===== config.mk =====
export PLATFORM = sky130hd
export DESIGN_NAME = lcd_dev_flat
export DESIGN_NICKNAME = d
export VERILOG_FILES = /design/src/lcd_pkg.sv /design/src/lcd_if.sv /design/src/lcd_dev.sv /design/src/flat_wrapper.sv
export SDC_FILE = /design/constraint.sdc
export NUM_CORES = 1
export LEC_CHECK = 0
export ABC_AREA = 1
export BUFFER_PORTS_ARGS = -buffer_cell sky130_fd_sc_hd__buf_2
export CORE_UTILIZATION = 51
export DETAILED_ROUTE_END_ITERATION = 8
export PLACE_DENSITY_LB_ADDON = 0.15
export REMOVE_ABC_BUFFERS = 1
export SLEW_MARGIN = 40
export SYNTH_ARGS = -nofsm -noshare
export SYNTH_HDL_FRONTEND = slang
export SYNTH_SLANG_ARGS = --single-unit
export TNS_END_PERCENT = 1

===== constraint.sdc =====
create_clock -name core_clk -period 1.27 [get_ports core_clk]
set_input_delay 0.0635 -clock core_clk [delete_from_list [all_inputs] [get_ports core_clk]]
set_output_delay 0.0635 -clock core_clk [all_outputs]
set_load 0.1 [all_outputs]

===== src/lcd_pkg.sv =====
package lcd_pkg;
   // ----------------------------------------
   // Register addresses
   // ----------------------------------------
   localparam logic [7:0] ADDR_CHANNEL_DISABLE_CTRL = 8'h14;
   localparam logic [7:0] ADDR_FADE_CONFIG = 8'h15;
   localparam logic [7:0] ADDR_LOW_DIM_STATUS = 8'h16;
   localparam logic [7:0] ADDR_OPEN_STRING_FLAGS = 8'h17;
   localparam logic [7:0] ADDR_SHORT_GROUND_FLAGS = 8'h18;
   // ----------------------------------------
   // Field positions
   // ----------------------------------------
   localparam int POS_PUMP_OFF = 5;
   localparam int POS_SINK_OFF_LO = 0;
   localparam int POS_SINK_OFF_HI = 4;
   localparam int POS_FADE_GAIN = 4;
   localparam int POS_FADE_EN = 3;
   localparam int POS_INTERVAL_HI = 2;
   localparam int POS_INTERVAL_LO = 0;
   localparam int NUM_CH = 6;
   // ----------------------------------------
   // Reset values and limits
   // ----------------------------------------
   localparam logic [7:0] RST_REG = 8'h00;
   localparam logic [7:0] LIVE_MASK_CTRL = 8'h3F;
   localparam logic [7:0] LIVE_MASK_FADE = 8'h1F;
   localparam logic [2:0] INTERVAL_MAX = 3'h5;
   // Fade step in 1/16ths of a unit: 6.25% = 1, 12.5% = 2
   localparam logic [1:0] STEP_LOW_GAIN = 2'h1;
   localparam logic [1:0] STEP_HIGH_GAIN = 2'h2;
   localparam logic [7:0] READ_NONE = 8'h00;
endpackage


===== src/lcd_if.sv =====
`timescale 1ns/10ps
interface lcd_if;
   logic wr_stb;
   logic rd_stb;
   logic [7:0] addr;
   logic [7:0] wdata;
   logic [7:0] rdata;
   logic rvalid;
   modport dev (input wr_stb, input rd_stb, input addr, input wdata, output rdata, output rvalid);
   modport host (output wr_stb, output rd_stb, output addr, output wdata, input rdata, input rvalid);
endinterface


===== src/lcd_dev.sv =====
`timescale 1ns/10ps
// Operation
// - Pump-off bit five stops charge pump
// - Host sets pump-off without series switch
// - Clearing pump-off while running forces shutdown
// - Bits zero-four disable sinks two-six
// - Sink disables written before global run
// - Fade enable bit three enables fading
// - Gain bit four: 12.5% or 6.25%
// - Interval bits 2:0 give 2^n cycles (codes six and seven clamp to 32)
// - Host uses interval codes zero to five
// - Low-dim status reports channels one-six
// - Open flags set per channel, read-clear
// - Ground-short flags set per channel, read-clear
module lcd_dev (
   input wire logic core_clk,
   input wire logic reset_n,
   lcd_if.dev bus,
   input wire logic global_run,
   input wire logic dim_cycle,
   input wire logic [5:0] lowdim_in,
   input wire logic [5:0] open_evt,
   input wire logic [5:0] gnd_short_evt,
   output logic series_switch_gate,
   output logic [5:0] sink_on,
   output logic shutdown,
   output logic fade_en,
   output logic [1:0] fade_step,
   output logic fade_tick
);
   logic [7:0] ctrl_ff;
   logic [7:0] fade_ff;
   logic [5:0] open_ff;
   logic [5:0] gnd_ff;
   logic [5:0] lowdim_ff;
   logic shut_ff;
   logic [4:0] tick_cnt_ff;
   logic [7:0] rdata_ff;
   logic rvalid_ff;
   logic rd_open;
   logic rd_gnd;
   logic [4:0] period_mask;
   logic [4:0] sel_wr;
   logic [4:0] sel_rd;
   logic pump_restart;
   logic [7:0] rd_word;

   // Select bit of each register in the one-hot decode
   localparam int SEL_CTRL = 0;
   localparam int SEL_FADE = 1;
   localparam int SEL_LOWDIM = 2;
   localparam int SEL_OPEN = 3;
   localparam int SEL_GND = 4;

   // ----------------------------------------
   // Address decode
   // ----------------------------------------
   // Shared by the write, read and read-clear paths so they never disagree
   function automatic logic [4:0] reg_sel(input logic [7:0] addr);
      logic [4:0] sel;
      sel = 5'h00;
      if (addr == lcd_pkg::ADDR_CHANNEL_DISABLE_CTRL) begin
         sel[SEL_CTRL] = 1'h1;
      end else if (addr == lcd_pkg::ADDR_FADE_CONFIG) begin
         sel[SEL_FADE] = 1'h1;
      end else if (addr == lcd_pkg::ADDR_LOW_DIM_STATUS) begin
         sel[SEL_LOWDIM] = 1'h1;
      end else if (addr == lcd_pkg::ADDR_OPEN_STRING_FLAGS) begin
         sel[SEL_OPEN] = 1'h1;
      end else if (addr == lcd_pkg::ADDR_SHORT_GROUND_FLAGS) begin
         sel[SEL_GND] = 1'h1;
      end
      return sel;
   endfunction

   assign sel_wr = bus.wr_stb ? reg_sel(bus.addr) : 5'h00;
   assign sel_rd = bus.rd_stb ? reg_sel(bus.addr) : 5'h00;

   // ----------------------------------------
   // Control registers
   // ----------------------------------------
   always_ff @(posedge core_clk or negedge reset_n) begin
      if (!reset_n) begin
         ctrl_ff <= lcd_pkg::RST_REG;
      end else if (sel_wr[SEL_CTRL]) begin
         ctrl_ff <= bus.wdata & lcd_pkg::LIVE_MASK_CTRL;
      end
   end

   always_ff @(posedge core_clk or negedge reset_n) begin
      if (!reset_n) begin
         fade_ff <= lcd_pkg::RST_REG;
      end else if (sel_wr[SEL_FADE]) begin
         fade_ff <= bus.wdata & lcd_pkg::LIVE_MASK_FADE;
      end
   end

   // Pump turned back on while running latches a shutdown until reset
   assign pump_restart = sel_wr[SEL_CTRL] && global_run && ctrl_ff[lcd_pkg::POS_PUMP_OFF]
                         && !bus.wdata[lcd_pkg::POS_PUMP_OFF];

   always_ff @(posedge core_clk or negedge reset_n) begin
      if (!reset_n) begin
         shut_ff <= 1'h0;
      end else if (pump_restart) begin
         shut_ff <= 1'h1;
      end
   end

   assign shutdown = shut_ff;
   assign series_switch_gate = !ctrl_ff[lcd_pkg::POS_PUMP_OFF] && !shut_ff;
   assign sink_on = shut_ff ? 6'h00 : {~ctrl_ff[lcd_pkg::POS_SINK_OFF_HI:lcd_pkg::POS_SINK_OFF_LO], 1'b1};
   assign fade_en = fade_ff[lcd_pkg::POS_FADE_EN];
   assign fade_step = fade_ff[lcd_pkg::POS_FADE_GAIN] ? lcd_pkg::STEP_HIGH_GAIN
                                                      : lcd_pkg::STEP_LOW_GAIN;

   // ----------------------------------------
   // Fade update tick
   // ----------------------------------------
   // Codes above five are clamped to the longest period
   always_comb begin
      logic [2:0] code;
      code = fade_ff[lcd_pkg::POS_INTERVAL_HI:lcd_pkg::POS_INTERVAL_LO];
      if (code > lcd_pkg::INTERVAL_MAX) begin
         code = lcd_pkg::INTERVAL_MAX;
      end
      period_mask = 5'(({5'h00, 1'b1} << code) - 6'h01);
   end

   always_ff @(posedge core_clk or negedge reset_n) begin
      if (!reset_n) begin
         tick_cnt_ff <= 5'h00;
      end else if (dim_cycle) begin
         tick_cnt_ff <= ((tick_cnt_ff & period_mask) == period_mask) ? 5'h00 : tick_cnt_ff + 5'h01;
      end
   end

   assign fade_tick = fade_en && dim_cycle && ((tick_cnt_ff & period_mask) == period_mask);

   // ----------------------------------------
   // Status and fault flags
   // ----------------------------------------
   assign rd_open = sel_rd[SEL_OPEN];
   assign rd_gnd = sel_rd[SEL_GND];

   always_ff @(posedge core_clk or negedge reset_n) begin
      if (!reset_n) begin
         lowdim_ff <= 6'h00;
      end else begin
         lowdim_ff <= lowdim_in;
      end
   end

   // A new event wins over a read clear in the same cycle, so no fault is lost
   for (genvar ch = 0; ch < lcd_pkg::NUM_CH; ch++) begin : g_flag
      always_ff @(posedge core_clk or negedge reset_n) begin
         if (!reset_n) begin
            open_ff[ch] <= 1'h0;
         end else if (open_evt[ch]) begin
            open_ff[ch] <= 1'h1;
         end else if (rd_open) begin
            open_ff[ch] <= 1'h0;
         end
      end

      always_ff @(posedge core_clk or negedge reset_n) begin
         if (!reset_n) begin
            gnd_ff[ch] <= 1'h0;
         end else if (gnd_short_evt[ch]) begin
            gnd_ff[ch] <= 1'h1;
         end else if (rd_gnd) begin
            gnd_ff[ch] <= 1'h0;
         end
      end
   end

   // ----------------------------------------
   // Read path
   // ----------------------------------------
   // Unmapped addresses read as zero; unused top bits are zero in every word
   always_comb begin
      rd_word = lcd_pkg::READ_NONE;
      if (sel_rd[SEL_CTRL]) begin
         rd_word = ctrl_ff;
      end else if (sel_rd[SEL_FADE]) begin
         rd_word = fade_ff;
      end else if (sel_rd[SEL_LOWDIM]) begin
         rd_word = {2'h0, lowdim_ff};
      end else if (sel_rd[SEL_OPEN]) begin
         rd_word = {2'h0, open_ff};
      end else if (sel_rd[SEL_GND]) begin
         rd_word = {2'h0, gnd_ff};
      end
   end

   always_ff @(posedge core_clk or negedge reset_n) begin
      if (!reset_n) begin
         rvalid_ff <= 1'h0;
      end else begin
         rvalid_ff <= bus.rd_stb;
      end
   end

   // Read data holds until the next read
   always_ff @(posedge core_clk or negedge reset_n) begin
      if (!reset_n) begin
         rdata_ff <= lcd_pkg::READ_NONE;
      end else if (bus.rd_stb) begin
         rdata_ff <= rd_word;
      end
   end

   assign bus.rdata = rdata_ff;
   assign bus.rvalid = rvalid_ff;
endmodule


===== src/flat_wrapper.sv =====
// flat-port wrapper written by rule: the top's interface ports become plain ports
module lcd_dev_flat 
  (core_clk, reset_n, global_run, dim_cycle, lowdim_in, open_evt, gnd_short_evt, series_switch_gate, sink_on, shutdown, fade_en, fade_step, fade_tick, bus_wr_stb, bus_rd_stb, bus_addr, bus_wdata, bus_rdata, bus_rvalid);
  lcd_if bus_i ();
  input wire logic core_clk;
  input wire logic reset_n;
  input wire logic global_run;
  input wire logic dim_cycle;
  input wire logic [5:0] lowdim_in;
  input wire logic [5:0] open_evt;
  input wire logic [5:0] gnd_short_evt;
  output logic series_switch_gate;
  output logic [5:0] sink_on;
  output logic shutdown;
  output logic fade_en;
  output logic [1:0] fade_step;
  output logic fade_tick;
  input wire logic [$bits(bus_i.wr_stb)-1:0] bus_wr_stb;
  input wire logic [$bits(bus_i.rd_stb)-1:0] bus_rd_stb;
  input wire logic [$bits(bus_i.addr)-1:0] bus_addr;
  input wire logic [$bits(bus_i.wdata)-1:0] bus_wdata;
  output wire logic [$bits(bus_i.rdata)-1:0] bus_rdata;
  output wire logic [$bits(bus_i.rvalid)-1:0] bus_rvalid;
  assign bus_i.wr_stb = bus_wr_stb;
  assign bus_i.rd_stb = bus_rd_stb;
  assign bus_i.addr = bus_addr;
  assign bus_i.wdata = bus_wdata;
  assign bus_rdata = bus_i.rdata;
  assign bus_rvalid = bus_i.rvalid;
  lcd_dev u_core (.core_clk(core_clk), .reset_n(reset_n), .bus(bus_i), .global_run(global_run), .dim_cycle(dim_cycle), .lowdim_in(lowdim_in), .open_evt(open_evt), .gnd_short_evt(gnd_short_evt), .series_switch_gate(series_switch_gate), .sink_on(sink_on), .shutdown(shutdown), .fade_en(fade_en), .fade_step(fade_step), .fade_tick(fade_tick));
endmodule

==> results of run 1 <==
## sequential cells by signal, summed over array words and instances (netlist names)
name and flops:
u_core.open_ff 6, u_core.gnd_ff 6, u_core.bus.rvalid 1, u_core.ctrl_ff 6
u_core.tick_cnt_ff 5, u_core.shutdown 1, u_core.bus.rdata 6, u_core.fade_ff 5
u_core.lowdim_ff 6
## critical path, stage by stage (launching register included)
cell and delay, ns:
dfrtp_1 0.38, inv_1 0.06, o21ai_1 0.11, nand2_1 0.06
o21ai_1 0.07, o21ai_1 0.11, nor2_2 0.14, buf_12 0.19
## logic make-up after synthesis
group                      synth area share
and+or+nand+nor                       0.292
DFF                                   0.497
buffers and inverters                0.0864
AOI/OAI and AO/OA                    0.0988
xor gates and xnor gates             0.0124
adders and majority gates           0.00592
other                               0.00177
muxes                               0.00533
## per-layer routing
metal  track usage  vias up  wire length, um
met1         0.303      873             2120
met3        0.0379        9              146
met5             0        -                0
met4        0.0798        0               75
met2         0.399       43             2340
li1              -      964                -
## metrics by stage
stage               total power [mW]  hold WS [ns]  instance area (um2)
detailed placement              1.78        0.0276                 2610
floorplan                       1.62        -0.232                 2070
global placement                1.78        0.0224                 2610
CTS                             3.11        0.0132                 2960
finish                          3.10       0.00984                 2980
global route                    3.22        0.0218                 2980
## report_power, final
part           switching (mW)  internal, mW  total, mW
Combinational           0.263         0.153      0.416
Sequential             0.0261          1.37       1.40
Clock                   0.450         0.839       1.29
## repair_timing
item / CTS / global route
pin swaps: 1 / 1
hold buffers: 20 / 0
endpoints found under the setup margin: 10 / 12
endpoints found under the hold margin: 36 / 0
resized for setup: 6 / 11
## cells in the final DEF, fill, tap and decap left out, drive strengths merged, types with 2 or more instances in the layout
cell and count:
a21o 6, buf 64, dfrtp 42, clkbuf 6
dlygate4sd3 20, nand2 51, o21bai 6, o21ai 18
conb 2, nand3 13, xnor2 2, nor3 3
bufinv 2, nand4 14, inv 36, nor2 39
## final cells by class
cell class              count  area [um2]
clock buffers               6        82.6
clock inverters             2        60.1
fillers                   294        1020
inverters                  36         138
multi-input cells         161         910
flip-flops and latches     42        1050
well taps                  50        62.6
repair buffers             84         676
## final timing paths
check | startpoint | to | slack (ns) | cells after the start
setup / recovery | u_core.tick_cnt_ff[1] | fade_tick | -0.20 | 7
hold / removal | global_run | u_core.shutdown | 0.01 | 3
setup reg to reg | u_core.tick_cnt_ff[1] | u_core.tick_cnt_ff[2] | 0.07 | 8
hold reg to reg | u_core.open_ff[2] | u_core.open_ff[2] | 0.48 | 1
max in group asynchronous | reset_n | u_core.shutdown | 0.45 | 3
min in group asynchronous | reset_n | u_core.tick_cnt_ff[0] | 0.23 | 2
==> results.py, run 1 <==
metrics = {
    "status": {
        "status": "finished with violations",
        "violations": "negative setup slack",
    },
    "sta": {
        "fmax_ghz": 0.682,
        "fin_crit_sh": 1.15,
        "setup_violations": 2,
        "setup_tns_ns": -0.207,
        "skew_ns": 0.0113,
        "layout_setup_ws_ns": -0.195,
        "hold_violations": 0,
        "maxSlewViolCount": 0,
        "fin_crit_ns": 1.47,
        "rsz0062_at_grt": "yes",
    },
    "clocking": {
        "ctsLongestPathBuffers": 2,
        "clk_pin_slew_ns": 0.09,
        "post_cts_buffers": 0,
        "cts_buffers": 5,
        "tritoncts": "built",
        "cts.sinks": 42,
        "clk_latency_ns": 0.29,
        "cts_root_buffer": "clkbuf_8",
        "ctsHtreeMaxLevel": 2,
    },
    "yosys": {
        "netlist_area_um2": 2110,
        "synth_top_area_frac": 0.497,
        "yosys-top-cells-area": "dfrtp_1, nand2_1, nor2_1",
        "syn_area_per_cell_um2": 8.67,
        "ys_seq_elements": 42,
        "synth_cell_types": 33,
        "yosys_warnings": 0,
        "synthCells": 244,
        "ys.flop_type": "dfrtp_1",
        "synth_seq_area_share": 0.497,
        "synth_top_area_cell": "dfrtp_1",
        "synth.top_cells.by_count": "nand2_1, dfrtp_1, nor2_1, inv_1, nand4_1",
        "synth.most_common_cell": "nand2_1",
        "postSynth.asyncResetShare": 1.00,
        "synth_edf_count": 0,
    },
    "pwr": {
        "ir_drop_mv": 0.744,
        "p_leak_nw": 1.56,
        "p_per_area_nw_per_um2": 1040,
    },
    "global_route": {
        "grt_pass1_vias": 1734,
        "grt_max_degree": 20,
        "grt_antenna_before_repair": 0,
        "grt_pass1_wl_mm": 7.70,
        "gr-total-overflow": 0,
        "grtUsageTotal": 0.235,
    },
    "worst_setup_path": {
        "startpoint_type": "register",
        "path_max_fanout": 3,
        "end_kind": "primary output",
        "crit_type": "reg2out",
        "critPathRequiredTime_ns": 1.21,
        "crit_arrival_ns": 1.40,
    },
    "final_layout": {
        "layoutNonFillerInstCount": 381,
        "final_util": 0.745,
        "drive_above_1_share": 0.317,
        "diodes": 0,
        "final_nets": 371,
        "area.growth.synth_to_final_pct": 40.9,
    },
    "routing": {
        "wire_per_inst_um": 12.3,
        "drt_pass1_iterations": 4,
        "drt-total-wl_mm": 4.68,
        "drc": 0,
        "antenna_left": 0,
        "vias_per_cell": 4.96,
        "drtIter0Drc": 101,
        "vias": 1889,
    },
    "floorplanning": {
        "std_cell_rows": 23,
        "die_x_um": 66.4,
        "start_util": 0.529,
        "ios": 61,
        "die-area_um2": 4410,
        "dieHeight_um": 66.4,
        "coreArea_um2": 4000,
    },
    "worst_hold_path": {
        "hp-class": "in2reg",
    },
    "placement": {
        "dp_cells": 353,
        "io_buffers": 56,
        "gp_routability_congestion": 0.828,
        "pre_cts_ws_ns": -0.00354,
        "place_hpwl_mm": 3.42,
    },
    "job": {
        "cap_violations": 0,
    },
}
(Power assumes the default switching activity.)
==> run 2, diff against run 1 <==
--- a/config.mk
+++ b/config.mk
@@ -5,7 +5,6 @@
 export SDC_FILE = /design/constraint.sdc
 export NUM_CORES = 1
 export LEC_CHECK = 0
-export ABC_AREA = 1
 export BUFFER_PORTS_ARGS = -buffer_cell sky130_fd_sc_hd__buf_2
 export CORE_UTILIZATION = 51
 export DETAILED_ROUTE_END_ITERATION = 8
==> results.py, run 2 <==
metrics = {
    "yosys": {
        "postSynth.asyncResetShare": 1.00,
        "synth_top_area_frac": 0.515,
        "synth_seq_area_share": 0.515,
        "synth.most_common_cell": "dfrtp_1",
        "ys_seq_elements": 42,
        "synth_edf_count": 0,
        "netlist_area_um2": 2040,
        "synth_cell_types": 43,
        "synthCells": 179,
        "synth_top_area_cell": "dfrtp_1",
        "yosys_warnings": 0,
        "syn_area_per_cell_um2": 11.4,
        "ys.flop_type": "dfrtp_1",
        "yosys-top-cells-area": "dfrtp_1, mux2_2, a21o_1",
        "synth.top_cells.by_count": "dfrtp_1, mux2_2, a21o_1, nand2_1, inv_1",
    },
    "pwr": {
        "p_leak_nw": 1.46,
        "ir_drop_mv": 0.790,
        "p_per_area_nw_per_um2": 965,
    },
    "placement": {
        "gp_routability_congestion": 0.866,
        "place_hpwl_mm": 3.93,
        "io_buffers": 56,
    },
    "floorplanning": {
        "coreArea_um2": 3740,
        "start_util": 0.545,
        "ios": 61,
        "die-area_um2": 4260,
        "die_x_um": 65.3,
        "dieHeight_um": 65.3,
        "std_cell_rows": 22,
    },
    "routing": {
        "wl_met1_mm": 2.30,
        "vias": 1939,
        "vias_per_cell": 5.77,
        "wl_met3_um": 332,
        "dr_wl_met2_mm": 3.13,
        "wire_per_inst_um": 17.9,
        "antenna_left": 0,
        "highest_layer": "met4",
        "drt_pass1_iterations": 4,
        "drt-total-wl_mm": 6.02,
        "drc": 0,
        "drtIter0Drc": 142,
    },
    "worst_setup_path": {
        "path_delay_family": "simple AND/OR/NAND/NOR gates",
        "crit_arrival_ns": 1.66,
        "path_max_fanout": 2,
        "critPathRequiredTime_ns": 1.21,
        "cp_slowest_cell": "dfrtp_1",
        "crit_chain": "and3_4 > o2111ai_2 > a221oi_2 > and3_4 > buf_12",
        "startpoint_type": "register",
        "crit_type": "reg2out",
        "critPathMaxStageDelay_ns": 0.36,
        "crit_top_cell": "and3_4",
        "end_kind": "primary output",
        "cp_num_buf_inv": 1,
    },
    "worst_hold_path": {
        "hp-class": "in2reg",
    },
    "sta": {
        "fin_crit_sh": 1.36,
        "fmax_ghz": 0.580,
        "layout_setup_ws_ns": -0.454,
        "timing.hold.ws_ns": 0.0186,
        "fin_crit_ns": 1.72,
        "setup_violations": 9,
        "skew_ns": 0.00192,
        "hold_violations": 0,
        "rsz0062_at_grt": "yes",
        "maxSlewViolCount": 0,
        "setup_tns_ns": -1.44,
    },
    "final_layout": {
        "n_fill_cell": 201,
        "final_nets": 328,
        "drive_above_1_share": 0.503,
        "area.growth.synth_to_final_pct": 54.5,
        "diodes": 0,
        "layout_common_cells": "buf_2, dfrtp_1, buf_4",
        "final_common_cell": "buf_2",
    },
    "global_route": {
        "gr-total-overflow": 0,
        "grtUsageTotal": 0.305,
        "grt_pass1_vias": 1988,
        "grt_pass1_wl_mm": 9.42,
        "grt_max_degree": 26,
        "grt_antenna_before_repair": 0,
    },
    "status": {
        "violations": "negative setup slack",
        "status": "finished with violations",
    },
    "job": {
        "cap_violations": 0,
    },
    "clocking": {
        "clk_latency_ns": 0.29,
        "ctsLongestPathBuffers": 2,
        "tritoncts": "built",
        "ctsHtreeMaxLevel": 2,
        "clk_pin_slew_ns": 0.08,
        "cts_root_buffer": "clkbuf_8",
        "cts_buffers": 5,
        "cts.sinks": 42,
    },
}
run 2: changes by cell type in the layout (fill, tap and decap cells not counted), moves of 8 or more:
cell,previous run,this run
nand2_1,44,10
nor2_1,26,2
inv_1,31,9
a21o_1,6,14
mux2_2,0,14
nand4_1,14,1
buf_4,8,32
o21ai_1,14,3
run 2: logic make-up after synthesis:
family | Yosys count | share of synthesized area
simple gates | 50 | 0.164
compound gates | 49 | 0.180
flops | 42 | 0.515
buf+inv | 20 | 0.0460
mux | 16 | 0.0876
fa+ha+maj | 1 | 0.00613
other cells | 1 | 0.00184
run 2: where the power goes:
part | switching [mW] | internal (mW) | total (mW)
Sequential | 0.0296 | 1.37 | 1.40
Clock | 0.446 | 0.549 | 0.995
Combinational | 0.384 | 0.262 | 0.645
run 2: metrics by stage:
stage	cells	cell area, um2	power (mW)	utilization	setup slack [ns]
floorplan	169	1990	1.70	-	-1.02
global placement	302	2690	1.96	0.719	-0.207
detailed placement	302	2690	1.97	0.719	-0.253
CTS	335	3120	3.02	0.834	-0.432
global route	336	3150	3.16	0.843	-0.535
finish	336	3150	3.04	0.843	-0.454
run 2: per-layer routing:
layer  vias up  GRT usage
met3        23     0.0781
li1        874          -
met2        82      0.535
met1       960      0.356
met5         -          0
met4         0      0.111
run 2: area by class of cell:
| cell class | count | area [um2] | share of cell area |
|---|---|---|---|
| flip-flops and latches | 42 | 1050 | 0.334 |
| multi-input cells | 118 | 993 | 0.315 |
| repair buffers | 111 | 905 | 0.287 |
| clock buffers | 8 | 110 | 0.0349 |
| well taps | 48 | 60.1 | 0.0190 |
| inverters | 9 | 33.8 | 0.0107 |
run 2: repair_timing:
item,4_1_cts,5_1_grt
setup endpoints to repair,15,16
buffers inserted,6,1
gates resized for setup,20,8
pin swaps,7,3
endpoints found under the hold margin,35,0
hold buffers,19,0
run 2: path summary, 6_finish.rpt:
| path | startpoint | endpoint | slack, ns | depth (start not counted) |
|---|---|---|---|---|
| worst max-delay path | u_core.tick_cnt_ff[0] | fade_tick | -0.45 | 5 |
| worst min-delay path | bus_wdata[2] | u_core.fade_ff[2] | 0.02 | 2 |
| worst max register to register | u_core.tick_cnt_ff[2] | u_core.tick_cnt_ff[1] | -0.15 | 7 |
| worst min register to register | u_core.open_ff[5] | u_core.open_ff[5] | 0.49 | 1 |
| max in group asynchronous | reset_n | u_core.shutdown | 0.54 | 3 |
| min in group asynchronous | reset_n | u_core.lowdim_ff[4] | 0.24 | 2 |
==> run 3, diff against run 2 <==
--- a/config.mk
+++ b/config.mk
@@ -6,6 +6,7 @@
 export NUM_CORES = 1
 export LEC_CHECK = 0
 export BUFFER_PORTS_ARGS = -buffer_cell sky130_fd_sc_hd__buf_2
+export CORE_MARGIN = 8
 export CORE_UTILIZATION = 51
 export DETAILED_ROUTE_END_ITERATION = 8
 export PLACE_DENSITY_LB_ADDON = 0.15
==> results.py, run 3 (synthesis gave the netlist of run 2 again) <==
metrics = {
    "status": {
        "status": "finished with violations",
        "violations": "negative setup slack",
    },
    "clocking": {
        "clk_pin_slew_ns": 0.08,
        "cts_root_buffer": "clkbuf_8",
        "cts.sinks": 42,
        "ctsHtreeMaxLevel": 2,
        "ctsLongestPathBuffers": 2,
        "clk_latency_ns": 0.29,
        "cts_buffers": 5,
        "tritoncts": "built",
    },
    "final_layout": {
        "final_common_cell": "buf_2",
        "area.growth.synth_to_final_pct": 50.2,
        "final_nets": 321,
        "diodes": 0,
        "final_cell_area_um2": 3070,
        "layout_common_cells": "buf_2, dfrtp_1, buf_4",
        "drive_above_1_share": 0.484,
    },
    "sta": {
        "setup_violations": 9,
        "fin_crit_sh": 1.43,
        "rsz0062_at_grt": "yes",
        "timing.hold.ws_ns": 0.0128,
        "hold_violations": 0,
        "layout_setup_ws_ns": -0.549,
        "maxSlewViolCount": 0,
        "setup_tns_ns": -1.53,
        "skew_ns": 0.00447,
        "fmax_ghz": 0.550,
        "fin_crit_ns": 1.82,
    },
    "job": {
        "cap_violations": 0,
    },
    "placement": {
        "io_buffers": 56,
        "gp_routability_congestion": 0.842,
        "placed_area_um2": 2680,
        "pre_cts_ws_ns": -0.245,
        "place_hpwl_mm": 4.34,
    },
    "pwr": {
        "p_leak_nw": 1.41,
        "ir_drop_mv": 0.857,
        "p_per_area_nw_per_um2": 941,
    },
    "worst_setup_path": {
        "crit_arrival_ns": 1.76,
        "crit_start": "u_core.tick_cnt_ff[0]",
        "r2r-start": "u_core.tick_cnt_ff[1]",
        "critPathRequiredTime_ns": 1.21,
        "end_kind": "primary output",
        "path_max_fanout": 2,
        "crit_type": "reg2out",
        "cp_slowest_cell": "dfrtp_1",
        "startpoint_type": "register",
        "critPathMaxStageDelay_ns": 0.36,
        "path_delay_family": "simple AND/OR/NAND/NOR gates",
        "crit_chain": "and3_4 > o2111ai_2 > a221oi_2 > and3_4 > buf_12",
        "cp_num_buf_inv": 1,
        "crit_top_cell": "and3_4",
    },
    "floorplanning": {
        "ios": 61,
        "dieHeight_um": 79.3,
        "coreArea_um2": 3910,
        "std_cell_rows": 23,
        "die-area_um2": 6280,
        "start_util": 0.522,
        "die_x_um": 79.3,
    },
    "routing": {
        "vias_per_cell": 5.54,
        "drt_pass1_iterations": 4,
        "vias": 1833,
        "drc": 0,
        "wire_per_inst_um": 17.2,
        "drtIter0Drc": 145,
        "drt-total-wl_mm": 5.70,
        "antenna_left": 0,
    },
    "global_route": {
        "grt_pass1_vias": 2005,
        "use_met1": 0.207,
        "grt_pass1_wl_mm": 9.33,
        "grt_antenna_before_repair": 0,
        "grt_max_degree": 24,
        "top_usage_layer": "met2",
        "grt_util_met2": 0.331,
        "grtUsageTotal": 0.188,
        "gr-total-overflow": 0,
        "met3_usage": 0.0621,
    },
    "worst_hold_path": {
        "hold_start": "global_run",
        "hp-class": "in2reg",
    },
}
==> run 3: timing repair <==
item / in CTS / in global routing
hold buffers: 19 / 0
hold endpoints to repair: 37 / 0
pin swaps: 7 / 3
gates resized for setup: 17 / 5
buffers inserted: 2 / 1
setup endpoints to repair: 15 / 17
==> run 3: through the flow <==
stage | power (mW) | util | cells
final | 2.89 | 0.784 | 331
after global routing | 3.01 | 0.784 | 331
after CTS | 2.90 | 0.778 | 330
after detailed placement | 1.98 | 0.686 | 301
after global placement | 1.96 | 0.686 | 301
after floorplan | 1.70 | - | 169
==> run 3: area by class of cell <==
| cell class | count | area (um2) |
|---|---|---|
| Clock buffer | 7 | 86.3 |
| Clock inverter | 1 | 5.00 |
| Fill cell | 274 | 846 |
| Inverter | 9 | 33.8 |
| Multi-Input combinational cell | 118 | 975 |
| Sequential cell | 42 | 1050 |
| Tap cell | 50 | 62.6 |
| Timing Repair Buffer | 104 | 853 |
==> run 3: power breakdown <==
part	total, mW	switching (mW)	leakage, nW	internal (mW)
clock	0.856	0.418	0.0482	0.438
combinational	0.624	0.374	0.862	0.250
sequential	1.41	0.0300	0.502	1.38
total	2.89	0.822	1.41	2.06
==> run 3: worst register-to-register path: cells and delay by family, from the launching register on <==
kind            cells  cell delay (ns)
flops               1             0.39
mux                 1             0.33
simple gates        1             0.08
buf+inv             2             0.26
compound gates      2             0.12
fa+ha+maj           1             0.17
==> run 3: path summary, 6_finish.rpt <==
path	to	slack, ns	depth (start not counted)
setup / recovery	fade_tick	-0.55	5
hold / removal	u_core.shutdown	0.01	2
setup reg to reg	u_core.tick_cnt_ff[4]	-0.20	7
hold reg to reg	u_core.gnd_ff[1]	0.47	1
max in group asynchronous	u_core.fade_ff[1]	0.53	3
min in group asynchronous	u_core.open_ff[2]	0.26	2
==> run 3: layer usage <==
layer  share of wire  up-vias
li1                -      861
met1            0.39      909
met2            0.54       57
met3           0.059        6
met4          0.0084        0
met5               0        -
